$ cat src/rtl/tlic_consts.vh
`ifndef TLIC_CONSTS_VH
`define TLIC_CONSTS_VH

`define TLIC_NSRC        18
`define TLIC_IDX_W       5
`define TLIC_ADDR_W      8

`define TLIC_OFF_CTRL    8'h00
`define TLIC_OFF_EN      8'h04
`define TLIC_OFF_PRIO    8'h08
`define TLIC_OFF_PSET    8'h0C
`define TLIC_OFF_PCLR    8'h10
`define TLIC_OFF_STAT    8'h14
`define TLIC_OFF_IST     8'h18
`define TLIC_OFF_IMASK   8'h1C

`define TLIC_CTRL_GEN    0
`define TLIC_IST_CALL    0
`define TLIC_IST_RET     1
`define TLIC_IST_W       2

`define TLIC_RST_CTRL    1'h0
`define TLIC_RST_EN      18'h00000
`define TLIC_RST_PRIO    18'h00000
`define TLIC_RST_PEND    18'h00000

`define TLIC_VEC_BASE    16'h0003
`define TLIC_VEC_STEP    16'h0008
`define TLIC_HWCLR_MASK  18'h1000F

`define TLIC_DETECT_CYC  1
`define TLIC_CALL_CYC    3'h4
`define TLIC_INTERRUPT_RETURN_INSTRUCTION_CYC    5
`define TLIC_DIV_CYC     8
`define TLIC_CNT_W       3

`define TLIC_RESP_OKAY   2'h0
`define TLIC_RESP_SLVERR 2'h2

`endif

$ cat src/rtl/tlic_top.v
// Functional notes
// - Eighteen sources, each low or high level
// - Source event sets pending regardless of enable
// - Enabled pending source calls its vector
// - Service routine ends with return; CPU resumes
// - Disabled pending source raises no request
// - Each source has its own enable bit
// - Global enable gates every source enable
// - Stale request may follow enable clear once
// - Some flags auto-clear on vectoring
// - Still-pending flag re-enters after one instruction
// - Software-set pending flag acts like hardware
// - High preempts low; high never preempted
// - Higher level first, then fixed source order
// - Sampled each clock; call after detect cycle
// - Pending at return waits one instruction
// - Equal or higher routine blocks new request
//
// Design decisions made here: the AXI4-Lite register port and the address map.
`timescale 1ns/1ps
`default_nettype none
`include "tlic_consts.vh"

module tlic_top #(
  parameter NSRC = `TLIC_NSRC
) (
  input  wire                     aclk,
  input  wire                     aresetn,
  input  wire [`TLIC_ADDR_W-1:0]  s_axi_awaddr,
  input  wire                     s_axi_awvalid,
  output wire                     s_axi_awready,
  input  wire [31:0]              s_axi_wdata,
  input  wire [3:0]               s_axi_wstrb,
  input  wire                     s_axi_wvalid,
  output wire                     s_axi_wready,
  output reg  [1:0]               s_axi_bresp,
  output reg                      s_axi_bvalid,
  input  wire                     s_axi_bready,
  input  wire [`TLIC_ADDR_W-1:0]  s_axi_araddr,
  input  wire                     s_axi_arvalid,
  output wire                     s_axi_arready,
  output reg  [31:0]              s_axi_rdata,
  output reg  [1:0]               s_axi_rresp,
  output reg                      s_axi_rvalid,
  input  wire                     s_axi_rready,
  input  wire [NSRC-1:0]          src_event,
  input  wire                     instr_done,
  input  wire                     interrupt_return_instruction_done,
  output reg                      call_start,
  output reg  [15:0]              call_vector,
  output reg  [`TLIC_IDX_W-1:0]   call_source,
  output reg                      call_level,
  output wire                     call_busy,
  output wire [1:0]               active_level,
  output wire                     global_irq_enable,
  output wire                     irq
);

  localparam [`TLIC_CNT_W-1:0] CALL_CNT = `TLIC_CALL_CYC;

  // Lowest set index wins: the fixed order inside one level
  function [`TLIC_IDX_W-1:0] tlic_first;
    input [NSRC-1:0] v;
    integer i;
    begin
      tlic_first = {`TLIC_IDX_W{1'b0}};
      for (i = NSRC - 1; i >= 0; i = i - 1) begin
        if (v[i]) begin
          tlic_first = i[`TLIC_IDX_W-1:0];
        end
      end
    end
  endfunction

  function [31:0] tlic_merge;
    input [31:0] old;
    input [31:0] nw;
    input [3:0]  strb;
    integer b;
    begin
      tlic_merge = old;
      for (b = 0; b < 4; b = b + 1) begin
        if (strb[b]) begin
          tlic_merge[b*8 +: 8] = nw[b*8 +: 8];
        end
      end
    end
  endfunction

  // One-hot decode of the winner, to pick its hardware-cleared flag
  function [NSRC-1:0] tlic_onehot;
    input [`TLIC_IDX_W-1:0] idx;
    integer k;
    begin
      tlic_onehot = {NSRC{1'b0}};
      for (k = 0; k < NSRC; k = k + 1) begin
        if (idx == k[`TLIC_IDX_W-1:0]) begin
          tlic_onehot[k] = 1'b1;
        end
      end
    end
  endfunction

  reg                     gen_reg;
  reg  [NSRC-1:0]         en_reg;
  reg  [NSRC-1:0]         prio_reg;
  reg  [NSRC-1:0]         pend_reg;
  reg  [NSRC-1:0]         pend_next;
  reg  [`TLIC_IST_W-1:0]  ist_reg;
  reg  [`TLIC_IST_W-1:0]  imask_reg;
  reg  [1:0]              act_reg;
  reg  [1:0]              act_next;
  reg                     req_valid_reg;
  reg  [`TLIC_IDX_W-1:0]  req_idx_reg;
  reg                     req_lvl_reg;
  reg  [`TLIC_CNT_W-1:0]  call_cnt_reg;
  reg                     aw_full_reg;
  reg  [`TLIC_ADDR_W-1:0] aw_addr_reg;
  reg                     w_full_reg;
  reg  [31:0]             w_data_reg;
  reg  [3:0]              w_strb_reg;

  wire                    wr_go;
  wire                    rd_go;
  wire [31:0]             wr_val;
  wire [NSRC-1:0]         elig;
  wire [NSRC-1:0]         hi_req;
  wire [NSRC-1:0]         lo_req;
  wire                    hi_ok;
  wire                    lo_ok;
  wire                    take;
  wire                    ret_ev;
  wire [NSRC-1:0]         sw_set;
  wire [NSRC-1:0]         sw_clr;
  wire [NSRC-1:0]         auto_clr;
  wire [`TLIC_IST_W-1:0]  ist_clr;
  wire [`TLIC_IST_W-1:0]  ist_set;
  reg  [31:0]             rd_val;
  reg                     rd_hit;
  reg                     wr_hit;
  wire [31:0]             en_merged;
  wire [31:0]             prio_merged;
  wire [10:0]             stat_word;
  wire [NSRC-1:0]         hwclr_mask;
  wire                    plain_bnd;

  assign wr_go  = aw_full_reg & w_full_reg & ~s_axi_bvalid;
  assign rd_go  = s_axi_arvalid & ~s_axi_rvalid;
  assign wr_val = tlic_merge(32'h00000000, w_data_reg, w_strb_reg);

  assign s_axi_awready = ~aw_full_reg;
  assign s_axi_wready  = ~w_full_reg;
  assign s_axi_arready = ~s_axi_rvalid;

  // Byte lanes merge into the 18-bit enable and priority words
  assign en_merged   = tlic_merge({{(32-NSRC){1'b0}}, en_reg}, w_data_reg, w_strb_reg);
  assign prio_merged = tlic_merge({{(32-NSRC){1'b0}}, prio_reg}, w_data_reg, w_strb_reg);
  // Bit 5 of the status word is spare
  assign stat_word   = {call_busy, act_reg, req_lvl_reg, req_valid_reg, 1'b0, req_idx_reg};
  assign hwclr_mask  = `TLIC_HWCLR_MASK;

  // Flags are visible even while masked; only the request path is gated
  assign elig   = pend_reg & en_reg & {NSRC{gen_reg}};
  assign hi_req = elig & prio_reg;
  assign lo_req = elig & ~prio_reg;
  // A running high routine blocks everything, a low one blocks low.
  // Levels are judged as they stand after this edge, so a return
  // frees the very next boundary and a take blocks at once.
  assign hi_ok  = ~act_next[1];
  assign lo_ok  = (act_next == 2'b00);

  // The return boundary itself never vectors: one instruction runs first
  assign plain_bnd = instr_done & ~interrupt_return_instruction_done;
  assign take = plain_bnd & req_valid_reg & ~call_busy;
  assign ret_ev = instr_done & interrupt_return_instruction_done & (act_reg != 2'b00);

  assign call_busy         = (call_cnt_reg != {`TLIC_CNT_W{1'b0}});
  assign active_level      = act_reg;
  assign global_irq_enable = gen_reg;
  assign irq               = |(ist_reg & imask_reg);

  assign sw_set = (wr_go && aw_addr_reg == `TLIC_OFF_PSET) ?
                  wr_val[NSRC-1:0] : {NSRC{1'b0}};
  assign sw_clr = (wr_go && aw_addr_reg == `TLIC_OFF_PCLR) ?
                  wr_val[NSRC-1:0] : {NSRC{1'b0}};
  assign auto_clr = take ? (tlic_onehot(req_idx_reg) & hwclr_mask) :
                    {NSRC{1'b0}};
  assign ist_clr = (wr_go && aw_addr_reg == `TLIC_OFF_IST) ?
                   wr_val[`TLIC_IST_W-1:0] : {`TLIC_IST_W{1'b0}};
  assign ist_set = {ret_ev, take};

  always @* begin
    // New events win over any clear in the same cycle
    pend_next = (pend_reg & ~sw_clr & ~auto_clr) | src_event | sw_set;
  end

  always @* begin
    act_next = act_reg;
    if (ret_ev) begin
      if (act_reg[1]) begin
        act_next[1] = 1'b0;
      end else begin
        act_next[0] = 1'b0;
      end
    end
    if (take) begin
      act_next[req_lvl_reg] = 1'b1;
    end
  end

  always @* begin
    wr_hit = 1'b1;
    case (aw_addr_reg)
      `TLIC_OFF_CTRL,
      `TLIC_OFF_EN,
      `TLIC_OFF_PRIO,
      `TLIC_OFF_PSET,
      `TLIC_OFF_PCLR,
      `TLIC_OFF_IST,
      `TLIC_OFF_IMASK: wr_hit = 1'b1;
      default: wr_hit = 1'b0;
    endcase
  end

  always @* begin
    rd_val = 32'h00000000;
    rd_hit = 1'b1;
    case (s_axi_araddr)
      `TLIC_OFF_CTRL:  rd_val[`TLIC_CTRL_GEN] = gen_reg;
      `TLIC_OFF_EN:    rd_val[NSRC-1:0] = en_reg;
      `TLIC_OFF_PRIO:  rd_val[NSRC-1:0] = prio_reg;
      `TLIC_OFF_PSET:  rd_val[NSRC-1:0] = pend_reg;
      `TLIC_OFF_PCLR:  rd_val[NSRC-1:0] = pend_reg;
      `TLIC_OFF_STAT:  rd_val[10:0] = stat_word;
      `TLIC_OFF_IST:   rd_val[`TLIC_IST_W-1:0] = ist_reg;
      `TLIC_OFF_IMASK: rd_val[`TLIC_IST_W-1:0] = imask_reg;
      default:         rd_hit = 1'b0;
    endcase
  end

  // Registers and pending flags
  always @(posedge aclk) begin
    if (!aresetn) begin
      gen_reg   <= `TLIC_RST_CTRL;
      en_reg    <= `TLIC_RST_EN;
      prio_reg  <= `TLIC_RST_PRIO;
      pend_reg  <= `TLIC_RST_PEND;
      ist_reg   <= {`TLIC_IST_W{1'b0}};
      imask_reg <= {`TLIC_IST_W{1'b0}};
      act_reg   <= 2'b00;
    end else begin
      pend_reg <= pend_next;
      act_reg  <= act_next;
      ist_reg  <= (ist_reg & ~ist_clr) | ist_set;
      if (wr_go) begin
        case (aw_addr_reg)
          `TLIC_OFF_CTRL: begin
            if (w_strb_reg[0]) begin
              gen_reg <= w_data_reg[`TLIC_CTRL_GEN];
            end
          end
          `TLIC_OFF_EN: begin
            en_reg <= en_merged[NSRC-1:0];
          end
          `TLIC_OFF_PRIO: begin
            prio_reg <= prio_merged[NSRC-1:0];
          end
          `TLIC_OFF_IMASK: begin
            if (w_strb_reg[0]) begin
              imask_reg <= w_data_reg[`TLIC_IST_W-1:0];
            end
          end
          default: begin
          end
        endcase
      end
    end
  end

  // Detect cycle: the winner is registered every clock.
  // Because it lags the enables by one cycle, a request may survive a
  // clearing write for one boundary; software pads such writes.
  always @(posedge aclk) begin
    if (!aresetn) begin
      req_valid_reg <= 1'b0;
      req_idx_reg   <= {`TLIC_IDX_W{1'b0}};
      req_lvl_reg   <= 1'b0;
    end else begin
      req_valid_reg <= (hi_ok & |hi_req) | (lo_ok & |lo_req);
      req_lvl_reg   <= hi_ok & |hi_req;
      if (hi_ok & |hi_req) begin
        req_idx_reg <= tlic_first(hi_req);
      end else begin
        req_idx_reg <= tlic_first(lo_req);
      end
    end
  end

  // Call issue: the long call occupies the CPU for a fixed count
  always @(posedge aclk) begin
    if (!aresetn) begin
      call_start   <= 1'b0;
      call_vector  <= 16'h0000;
      call_source  <= {`TLIC_IDX_W{1'b0}};
      call_level   <= 1'b0;
      call_cnt_reg <= {`TLIC_CNT_W{1'b0}};
    end else begin
      call_start <= take;
      if (take) begin
        // Vectors sit one fixed slot apart, upward from the base
        call_vector  <= `TLIC_VEC_BASE +
                        {{(16-`TLIC_IDX_W){1'b0}}, req_idx_reg} * `TLIC_VEC_STEP;
        call_source  <= req_idx_reg;
        call_level   <= req_lvl_reg;
        call_cnt_reg <= CALL_CNT;
      end else if (call_busy) begin
        call_cnt_reg <= call_cnt_reg - {{(`TLIC_CNT_W-1){1'b0}}, 1'b1};
      end
    end
  end

  // AXI4-Lite write channel; address and data may arrive in either order
  // A new write waits until the last response has drained
  always @(posedge aclk) begin
    if (!aresetn) begin
      aw_full_reg  <= 1'b0;
      aw_addr_reg  <= {`TLIC_ADDR_W{1'b0}};
      w_full_reg   <= 1'b0;
      w_data_reg   <= 32'h00000000;
      w_strb_reg   <= 4'h0;
      s_axi_bvalid <= 1'b0;
      s_axi_bresp  <= `TLIC_RESP_OKAY;
    end else begin
      if (s_axi_awvalid && !aw_full_reg) begin
        aw_full_reg <= 1'b1;
        aw_addr_reg <= {s_axi_awaddr[`TLIC_ADDR_W-1:2], 2'b00};
      end
      if (s_axi_wvalid && !w_full_reg) begin
        w_full_reg <= 1'b1;
        w_data_reg <= s_axi_wdata;
        w_strb_reg <= s_axi_wstrb;
      end
      if (wr_go) begin
        aw_full_reg  <= 1'b0;
        w_full_reg   <= 1'b0;
        s_axi_bvalid <= 1'b1;
        s_axi_bresp  <= wr_hit ? `TLIC_RESP_OKAY : `TLIC_RESP_SLVERR;
      end else if (s_axi_bvalid && s_axi_bready) begin
        s_axi_bvalid <= 1'b0;
      end
    end
  end

  // AXI4-Lite read channel; data is captured when the address is taken
  always @(posedge aclk) begin
    if (!aresetn) begin
      s_axi_rvalid <= 1'b0;
      s_axi_rdata  <= 32'h00000000;
      s_axi_rresp  <= `TLIC_RESP_OKAY;
    end else begin
      if (rd_go) begin
        s_axi_rvalid <= 1'b1;
        s_axi_rdata  <= rd_val;
        s_axi_rresp  <= rd_hit ? `TLIC_RESP_OKAY : `TLIC_RESP_SLVERR;
      end else if (s_axi_rvalid && s_axi_rready) begin
        s_axi_rvalid <= 1'b0;
      end
    end
  end

endmodule

`default_nettype wire

$ cat config.mk
export PLATFORM = sky130hd
export DESIGN_NAME = tlic_top
export DESIGN_NICKNAME = d
export VERILOG_FILES = /design/src/rtl/tlic_top.v
export VERILOG_INCLUDE_DIRS = /design/src /design/src/rtl
export SDC_FILE = /design/constraint.sdc
export NUM_CORES = 1
export LEC_CHECK = 0
export BUFFER_PORTS_ARGS = -buffer_cell sky130_fd_sc_hd__buf_2
export CORE_ASPECT_RATIO = 0.9
export CORE_MARGIN = 4
export CORE_UTILIZATION = 50
export DETAILED_ROUTE_END_ITERATION = 10
export PLACE_DENSITY = 0.75
export SLEW_MARGIN = 20
export SYNTH_ARGS = -nofsm -noshare
export SYNTH_HDL_FRONTEND = slang
export SYNTH_SLANG_ARGS = --single-unit
$ cat constraint.sdc
create_clock -name aclk -period 3.12 [get_ports aclk]
set_input_delay 0.312 -clock aclk [delete_from_list [all_inputs] [get_ports aclk]]
set_output_delay 0.312 -clock aclk [all_outputs]
set_load 0.01 [all_outputs]
==> results of run 1 <==
## placed cells by master, fill, tap and decap left out, types with 7 or more instances in the layout
cell and instances:
nand4b_1 12, a21oi_1 75, dfxtp_1 130, a31oi_1 8
a21o_1 9, nand4_1 26, nand3_1 30, clkbuf_16 17
a221oi_1 14, nor2_1 73, nand2_1 136, conb_1 25
a222oi_1 16, buf_4 14, inv_1 7, buf_2 105
mux2i_1 32, a2bb2oi_1 8, o21ai_0 17
## path summary, 6_finish.rpt
check	to	cells past startpoint
max	req_idx_reg[2]$_SDFF_PN0_	7
min	s_axi_rvalid$_SDFFE_PN0P_	2
max reg2reg	req_idx_reg[2]$_SDFF_PN0_	7
min reg2reg	s_axi_rdata[6]$_SDFFE_PN0P_	2
## cells by family (layout without fill, tap and decap cells)
| kind of cell | count (synthesis) | in the layout | synth area share |
|---|---|---|---|
| simple gates | 333 | 333 | 0.263 |
| mux | 33 | 33 | 0.0533 |
| flops | 130 | 130 | 0.418 |
| buf+inv | 80 | 160 | 0.0696 |
| other cells | 1 | 25 | 0.000603 |
| compound gates | 176 | 176 | 0.188 |
| fa+ha+maj | 3 | 3 | 0.00563 |
| xor+xnor | 1 | 1 | 0.00141 |
## metal layers
metal / vias to the layer above / GRT usage / part of all wire
li1: 2887 / - / -
met2: 299 / 0.389 / 0.44
met1: 2776 / 0.340 / 0.45
met3: 28 / 0.0524 / 0.085
met5: - / 0 / 0
met4: 0 / 0.0990 / 0.029
## where the power goes
part           total, mW  internal [mW]  switching (mW)
Combinational      0.342          0.133           0.209
Clock               1.99           1.31           0.678
Sequential          1.79           1.72          0.0666
## worst max-delay path, cell delays in order (launching register included)
cell and delay, ns:
dfxtp_1 0.53, buf_12 0.27, nand4_1 0.15, nand2_1 0.10
or3_1 0.41, o31a_1 0.39, or3b_1 0.39, a21oi_1 0.17
## layout make-up
type | count | area share
clock buffers | 26 | 0.0663
flip-flops and latches | 130 | 0.353
multi-input cells | 571 | 0.445
repair buffers | 121 | 0.0910
well taps | 160 | 0.0272
inverters | 8 | 0.00424
clock inverters | 5 | 0.0136
==> reports/metrics.yaml, run 1 <==
place:
  placed_cells_incl_taps: 990
  place_hpwl_um: 12300
  port_buffers: 105
  gp_congestion: 0.975
  dp_slack_ns: 0.678
  placed_cell_area_sq_um: 6780
floorplanning:
  core_area_sq_um: 12100
  num_rows: 38
  start_util: 0.513
  die_area_sq_um: 14300
  io_pins: 148
  die_y_um: 114
  die_w_um: 126
run_status:
  status: "completed"
logic_synthesis:
  synth-edff-count: 0
  synth_area_leaders: "dfxtp_1 (42%), nand2_1 (8.2%), a21oi_1 (6.0%), mux2i_1 (5.1%), nor2_1 (4.4%)"
  async_reset_ff_frac: 0
  synth_most_common_cell: "nand2_1"
  ys_types: 64
  yosysSeqAreaShare: 0.418
  ys_warn_count: 0
  synth_area_per_cell_sq_um: 8.22
  synth_area_sq_um: 6220
  synthCells: 757
  ys_top_cells_by_count: "nand2_1 (136), dfxtp_1 (130), a21oi_1 (75)"
  synth_ff_type: "dfxtp_1"
  yosysTopAreaCellShare: 0.418
  ys_ff_latch: 130
  synth_top_cell_by_area: "dfxtp_1"
clocking:
  cts-root-buf: "clkbuf_16"
  cts_max_path_buffers: 2
  post_cts_buffers: 0
  cts.sinks: 130
  clk_pin_slew_ns: 0.05
  hold_buffers: 0
  tritoncts: "built"
  clock_latency_ns: 0.41
  numCtsBuffers: 17
  cts-htree-levels: 4
  cts_resized: 0
detailed_routing:
  drc_errors: 0
  drtIter0Drc: 593
  routed_via_density: 5.87
  ant_nets: 0
  drtPass1Iterations: 6
  wl_per_cell_um: 17.3
  num_vias: 5990
  totalWireLength_um: 17700
pwr:
  vdd_drop_max_mv: 0.348
  total_power_mw: 4.12
  power.density_nw_per_um2: 559
  power.leakage_nw: 3.09
critical_path:
  worstSetupStartpoint: "global_irq_enable$_SDFFE_PN0P_"
  rr_startpoint: "global_irq_enable$_SDFFE_PN0P_"
  r2r_setup_slack_ns: 0.63
  cp-end-kind: "flop"
  critPathLaunchType: "flop"
  cp_max_fo: 25
  arrival_ns: 2.83
  required_ns: 3.46
  critical_path_class: "reg2reg"
timing:
  rsz0062_at_grt: "false"
  final-hold-violation-count: 0
  clock.fmax_ghz: 0.401
  drv_slew: 0
  whs_ns: 0.0839
  min_period_ns: 2.49
  slew_headroom: 0.319
  finalClockSkew_ns: 0.00667
  period_share: 0.798
  worst_pin_slew_ns: 1.02
  setup_violations: 0
  worst_slack_ns: 0.629
  tns_ns: 0
layout:
  drive_above_1_share: 0.185
  final_cells: 1021
  fill_cells: 1091
  design_area_sq_um: 7370
  final_core_util: 0.608
  antenna_cells: 0
  seq_area_sq_um: 2600
  syn_to_final_growth_pct: 18.5
  multi_input_area_sq_um: 3280
  nets: 930
global_route:
  grt_pass1_vias: 5654
  grt_pass1_wl_um: 28700
  grt_overflow: 0
  antenna_found_initial: 0
  grt_max_degree: 68
  grt_usage: 0.249
worst_hold_path:
  hp-class: "in2reg"
  min_from: "s_axi_rready"
run:
  cap_violations: 0
(Power assumes the default switching activity.)
==> inputs of run 2 (changes only) <==
--- a/config.mk
+++ b/config.mk
@@ -6,12 +6,13 @@
 export SDC_FILE = /design/constraint.sdc
 export NUM_CORES = 1
 export LEC_CHECK = 0
+export ABC_AREA = 1
 export BUFFER_PORTS_ARGS = -buffer_cell sky130_fd_sc_hd__buf_2
 export CORE_ASPECT_RATIO = 0.9
 export CORE_MARGIN = 4
-export CORE_UTILIZATION = 50
+export CORE_UTILIZATION = 49
 export DETAILED_ROUTE_END_ITERATION = 10
-export PLACE_DENSITY = 0.75
+export PLACE_DENSITY = 0.77
 export SLEW_MARGIN = 20
 export SYNTH_ARGS = -nofsm -noshare
 export SYNTH_HDL_FRONTEND = slang
==> constraint.sdc (replaced) <==
create_clock -name aclk -period 2.1 [get_ports aclk]
set_input_delay 0.21 -clock aclk [delete_from_list [all_inputs] [get_ports aclk]]
set_output_delay 0.21 -clock aclk [all_outputs]
set_load 0.01 [all_outputs]
==> run 2 against run 1 <==
Effect of this change:
- clock skew is 0.0021 ns higher
- combinational power grew 82%
- non-clock buffer count rose by 9
- sequential power rose by 50%
- critical path type unchanged
- critical endpoint is now req_idx_reg[0]$_SDFF_PN0_
==> reports/metrics.yaml, run 2 <==
logic_synthesis:
  ys_top_cells_by_count: "nand2_1 (167), nor2_1 (149), dfxtp_1 (130)"
  synth_area_leaders: "dfxtp_1 (41%), nand2_1 (9.8%), nor2_1 (8.7%), o21ai_0 (7.7%), inv_1 (6.8%)"
  ys_types: 42  # -34%
  synthCells: 934  # +23%
  synth_top_cell_by_area: "dfxtp_1"
  ys_warn_count: 0  # unchanged
  ys_ff_latch: 130  # unchanged
  synth-edff-count: 0  # unchanged
  yosysTopAreaCellShare: 0.407  # -0.0115
  synth_ff_type: "dfxtp_1"
  synth_area_per_cell_sq_um: 6.85  # -17%
  synth_area_sq_um: 6400  # +2.8%
  async_reset_ff_frac: 0  # unchanged
  yosysSeqAreaShare: 0.407  # -0.0115
  synth_most_common_cell: "nand2_1"
pwr:
  switching_share: 0.255  # +0.0235
  switchingPower_mw: 1.57  # +64%
  clockPowerShare: 0.463  # -0.020
  vdd_drop_max_mv: 0.713  # +100%
  intPower_mw: 4.59  # +45%
  power.density_nw_per_um2: 808  # +44%
  p_comb_frac: 0.101  # +0.018
  pwr-share-seq: 0.436  # +0.002
  power.leakage_nw: 3.41  # +10%
layout:
  nets: 1124  # +21%
  seq_area_sq_um: 2600  # unchanged
  fill_cells: 1187  # +8.8%
  syn_to_final_growth_pct: 19.1
  layout_commonest_cell: "nand2_1"
  multi_input_area_sq_um: 3060  # -6.8%
  antenna_cells: 0  # unchanged
  final_cell_mix: "nand2_1 (167), nor2_1 (147), dfxtp_1 (130), inv_1 (116), buf_2 (105)"
  final_cells: 1219  # +19%
  drive_above_1_share: 0.169  # -0.0159
worst_hold_path:
  min_from: "s_axi_awaddr[7]"
  hold_depth: 3  # +1
  hp-class: "in2reg"
global_route:
  grt_usage: 0.242  # -0.00704
  grt_overflow: 0  # unchanged
  busiest_layer: "met2"
  use_met2: 0.371  # -0.0178
  grt_pass1_wl_um: 29100  # +1.5%
  grt_pass1_vias: 5862  # +3.7%
  grt_max_degree: 79  # +16%
  met1_usage: 0.346  # +0.00596
  antenna_found_initial: 0  # unchanged
  met3_usage: 0.0585  # +0.00609
critical_path:
  cpMaxStageDelayCell: "dfxtp_1"
  cp_max_fo: 9  # -64%
  reg2regPathDepth: 12  # +5
  worstSetupStartpoint: "global_irq_enable$_SDFFE_PN0P_"
  cp.depth: 12  # +5
  cp_top_family: "simple AND/OR/NAND/NOR gates"
  cp_common_cell: "nor2_1"
  required_ns: 2.45  # -1.01 ns
  cpPeakStageDelay_ns: 0.36  # -0.17 ns
  critPathLaunchType: "flop"
  path_cells: "buf_4, nand3_1, nor2_1, nor2_1, nand2_1, nor4_4, nand3_2, nand2_4, inv_2, nor2_1, nand2_1, a21oi_2"
  arrival_ns: 2.25  # -0.58 ns
  worst-path-buf-inv: 2  # +1
  critical_path_class: "reg2reg"
  rr_startpoint: "global_irq_enable$_SDFFE_PN0P_"
  cp-end-kind: "flop"
place:
  place_hpwl_um: 13000  # +5.8%
  placed_cells_incl_taps: 1188  # +20%
  port_buffers: 105  # unchanged
  gp_congestion: 0.924  # -5.2%
clocking:
  cts-htree-levels: 4  # unchanged
  hold_buffers: 0  # unchanged
  numCtsBuffers: 17  # unchanged
  tritoncts: "built"
  cts.sinks: 130  # unchanged
  cts_max_path_buffers: 2  # unchanged
  clk_pin_slew_ns: 0.06  # about the same
  clock_latency_ns: 0.42  # about the same
  cts-root-buf: "clkbuf_16"
run_status:
  status: "completed"
detailed_routing:
  totalWireLength_um: 17600  # -0.59%
  routed_via_density: 5.20  # -11%
  num_vias: 6342  # +5.9%
  drc_errors: 0  # unchanged
  drtPass1Iterations: 7  # +1
  drtIter0Drc: 488  # -18%
  wl_per_cell_um: 14.4  # -17%
  ant_nets: 0  # unchanged
timing:
  final-hold-violation-count: 0  # unchanged
  slew_headroom: 0.551  # +0.232
  tns_ns: 0  # unchanged
  whs_ns: 0.0169  # -0.0669 ns
  drv_slew: 0  # unchanged
  setup_violations: 0  # unchanged
  clock.fmax_ghz: 0.526  # +31%
  rsz0062_at_grt: "false"
  min_period_ns: 1.90  # -0.591 ns
  period_share: 0.905  # +0.106
  finalClockSkew_ns: 0.00874  # +0.00208 ns
  worst_pin_slew_ns: 0.672  # -0.344 ns
floorplanning:
  start_util: 0.502  # -0.0108
  die_area_sq_um: 15000  # +4.6%
  io_pins: 148  # unchanged
  core_area_sq_um: 12700  # +5.0%
  die_y_um: 116  # +2.3%
  num_rows: 39  # +2.6%
  die_w_um: 128  # +2.3%
run:
  cap_violations: 0  # unchanged
run 2: changes by cell type after synthesis, sizes merged, moves of 27 or more:
| cell | previous run | this run |
|---|---|---|
| nand2 | 136 | 168 |
| nor2 | 74 | 154 |
| inv | 8 | 120 |
| nand3 | 30 | 57 |
| mux2i | 32 | 1 |
| o21ai | 17 | 99 |
run 2: timing repair:
| action | CTS | global route |
|---|---|---|
| endpoints found under the setup margin | 0 | 10 |
| buffers inserted | 0 | 0 |
| resized for setup | 0 | 2 |
run 2: cell families after synthesis:
family,count (synthesis),share of synthesized area
flip-flops,130,0.407
adder cells (fa/ha/maj),2,0.00391
other,1,0.000586
AO/OA/AOI/OAI,209,0.182
multiplexers,1,0.00156
buffers and inverters,185,0.130
AND/OR/NAND/NOR,406,0.275
run 2: final timing paths:
kind                            endpoint  slack (ns)
max            req_idx_reg[0]$_SDFF_PN0_        0.20
min          aw_addr_reg[7]$_SDFFE_PN0P_        0.02
max reg2reg    req_idx_reg[0]$_SDFF_PN0_        0.20
min reg2reg  s_axi_rdata[8]$_SDFFE_PN0P_        0.46
run 2: final cells by class:
| cell class | count | area share |
|---|---|---|
| timing repair buffer | 130 | 0.0969 |
| tap | 164 | 0.0269 |
| clock buffer | 22 | 0.0596 |
| clock inverter | 9 | 0.0141 |
| sequential | 130 | 0.342 |
| multi-input combinational | 643 | 0.401 |
| inverter | 121 | 0.0596 |
run 2: metal layers:
metal / vias to the layer above / wire length, um
met1: 2842 / 8330
met5: - / 0
met2: 265 / 7430
li1: 3216 / -
met4: 0 / 231
met3: 19 / 1600
run 2: power by group through the flow:
stage | Combinational, mW | Sequential (mW) | Clock (mW)
floorplan | 0.425 | 2.70 | 0
global placement | 0.596 | 2.72 | 0
detailed placement | 0.613 | 2.73 | 0
CTS | 0.615 | 2.68 | 2.86
global route | 0.721 | 2.70 | 3.00
finish | 0.621 | 2.68 | 2.85
run 2: tightest hold or removal path: cells and delay by family:
kind          cells  cell delay (ns)
buf+inv           1             0.07
simple gates      2             0.11
run 2: through the flow:
| stage | area, sq um | power (mW) | worst slack [ns] | util |
|---|---|---|---|---|
| finish | 7620 | 6.16 | 0.200 | 0.598 |
| global route | 7620 | 6.41 | 0.00851 | 0.598 |
| CTS | 7610 | 6.15 | 0.106 | 0.598 |
| detailed placement | 7050 | 3.34 | 0.139 | 0.554 |
| global placement | 7050 | 3.32 | 0.199 | 0.554 |
| floorplan | 6490 | 3.12 | 0.369 | - |
==> inputs of run 3 (changes only) <==
--- a/config.mk
+++ b/config.mk
@@ -10,9 +10,10 @@
 export BUFFER_PORTS_ARGS = -buffer_cell sky130_fd_sc_hd__buf_2
 export CORE_ASPECT_RATIO = 0.9
 export CORE_MARGIN = 4
-export CORE_UTILIZATION = 49
+export CORE_UTILIZATION = 50
+export CTS_BUF_LIST = sky130_fd_sc_hd__clkbuf_4
 export DETAILED_ROUTE_END_ITERATION = 10
-export PLACE_DENSITY = 0.77
+export PLACE_DENSITY = 0.78
 export SLEW_MARGIN = 20
 export SYNTH_ARGS = -nofsm -noshare
 export SYNTH_HDL_FRONTEND = slang
==> run 3 against run 2 <==
Effect of this change:
- hold slack better by 0.029 ns
- largest power group is now registers
- maximum frequency rose by 0.97%
- largest cell class unchanged
- critical path depth is 5 lower
- critical path type is now reg2out
- flip-flop and latch count stayed put
==> reports/metrics.yaml, run 3 (synthesized netlist as in run 2, its figures left out) <==
run_status:
  status: "completed"
timing:
  worst_slack_ns: 0.218  # +0.0183 ns
  worst_pin_slew_ns: 0.678  # +0.00588 ns
  period_share: 0.896  # -0.00870
  slew_headroom: 0.547  # -0.00392
  rsz0062_at_grt: "false"
  setup_violations: 0  # unchanged
  whs_ns: 0.0462  # +0.0293 ns
  final-hold-violation-count: 0  # unchanged
  tns_ns: 0  # unchanged
  min_period_ns: 1.88  # -0.0183 ns
  finalClockSkew_ns: 0.0232  # +0.0145 ns
  clock.fmax_ghz: 0.531  # +0.97%
  drv_slew: 0  # unchanged
global_route:
  grt_max_degree: 79  # unchanged
  antenna_found_initial: 0  # unchanged
  grt_pass1_wl_um: 29700  # +2.0%
  grt_overflow: 0  # unchanged
  grt_usage: 0.251  # +0.00897
  grt_pass1_vias: 5993  # +2.2%
layout:
  final_core_util: 0.639  # +0.0404
  final_cell_mix: "nand2_1 (167), nor2_1 (147), dfxtp_1 (129), inv_1 (115), buf_2 (105)"
  nets: 1178  # +4.8%
  fill_cells: 1134  # -4.5%
  multi_input_area_sq_um: 3060  # unchanged
  layout_commonest_cell: "nand2_1"
  design_area_sq_um: 7840  # +2.8%
  drive_above_1_share: 0.168  # -0.00115
  syn_to_final_growth_pct: 22.4
  antenna_cells: 0  # unchanged
  final_cells: 1270  # +4.2%
  seq_area_sq_um: 2600  # about the same
detailed_routing:
  wl_met2_um: 7890  # +6.3%
  drc_errors: 0  # unchanged
  drtPass1Iterations: 8  # +1
  routed_via_density: 5.21  # about the same
  num_vias: 6613  # +4.3%
  wl_met3_um: 1580  # -1.3%
  totalWireLength_um: 18100  # +2.8%
  ant_nets: 0  # unchanged
  m1WireLength_um: 8490  # +1.9%
  drtIter0Drc: 520  # +6.6%
  highest_layer: "met4"
  wl_per_cell_um: 14.2  # -1.4%
floorplanning:
  die_y_um: 115  # -0.94%
  start_util: 0.522  # +0.0192
  die_w_um: 127  # -0.94%
  die_area_sq_um: 14700  # -1.9%
  num_rows: 38  # -2.6%
  core_area_sq_um: 12300  # -3.7%
  io_pins: 148  # unchanged
pwr:
  power.leakage_nw: 3.51  # +3.1%
  p_comb_frac: 0.139  # +0.038
  vdd_drop_max_mv: 0.602  # -16%
  intPower_mw: 3.59  # -22%
  pwr-share-seq: 0.530  # +0.094
  switching_share: 0.290  # +0.0353
  total_power_mw: 5.06  # -18%
  switchingPower_mw: 1.47  # -6.5%
  clockPowerShare: 0.331  # -0.132
  power.density_nw_per_um2: 645  # -20%
clocking:
  cts_max_path_buffers: 2  # unchanged
  post_cts_buffers: 0  # unchanged
  tritoncts: "built"
  cts.sinks: 130  # unchanged
  clk_pin_slew_ns: 0.12  # +0.06 ns
  numCtsBuffers: 17  # unchanged
  cts-htree-levels: 4  # unchanged
  cts-root-buf: "clkbuf_4"
  clock_latency_ns: 0.53  # +0.11 ns
worst_hold_path:
  hp-class: "in2reg"
place:
  place_hpwl_um: 13100  # +0.37%
  dp_slack_ns: 0.127  # -0.0119 ns
  gp_congestion: 0.981  # +6.2%
  port_buffers: 105  # unchanged
  placed_cells_incl_taps: 1187  # -0.084%
  placed_cell_area_sq_um: 7050  # -0.11%
run:
  cap_violations: 0  # unchanged
critical_path:
  cp-end-kind: "output port"
  arrival_ns: 1.67  # -0.58 ns
  required_ns: 1.89  # -0.56 ns
  cp_max_fo: 5  # -4
  critical_path_class: "reg2out"
  critPathLaunchType: "flop"
[run 3: what timing repair did]
action | in CTS | in global routing
endpoints found under the setup margin | 0 | 18
gates resized for setup | 0 | 4
hold buffers | 51 | 0
hold endpoints to repair | 49 | 0
[run 3: power by group through the flow]
stage	Sequential, mW	Combinational, mW	Clock (mW)
after detailed placement	2.73	0.615	0
after CTS	2.67	0.692	1.69
after global routing	2.69	0.802	1.81
after floorplan	2.70	0.425	0
after global placement	2.72	0.601	0
final	2.68	0.703	1.67
[run 3: final timing paths]
check,from,to,slack (ns),cells after the start
worst max-delay path,call_cnt_reg[0]$_SDFFE_PP0P_,call_busy,0.22,7
worst min-delay path,s_axi_wdata[0],w_data_reg[0]$_SDFFE_PN0P_,0.05,3
worst max register to register,global_irq_enable$_SDFFE_PN0P_,req_idx_reg[0]$_SDFF_PN0_,0.22,11
worst min register to register,s_axi_rdata[12]$_SDFFE_PN0P_,s_axi_rdata[12]$_SDFFE_PN0P_,0.47,2
[run 3: layout make-up]
class / count / share of cell area
flip-flops and latches: 130 / 0.332
well taps: 160 / 0.0256
clock inverters: 14 / 0.0176
clock buffers: 18 / 0.0172
inverters: 121 / 0.0580
multi-input cells: 643 / 0.390
repair buffers: 184 / 0.159
[run 3: metal layers]
layer | up-vias | GRT usage
met1 | 3007 | 0.361
met2 | 273 | 0.387
li1 | 3321 | -
met4 | 0 | 0.0529
met5 | - | 0
met3 | 12 | 0.0595
[run 3: worst max-delay path: stages (launching register included)]
cell and delay [ns]:
dfxtp_1 0.33, inv_1 0.09, ha_1 0.15, inv_1 0.04, nor2_2 0.16, inv_1 0.08, buf_4 0.15, buf_2 0.13
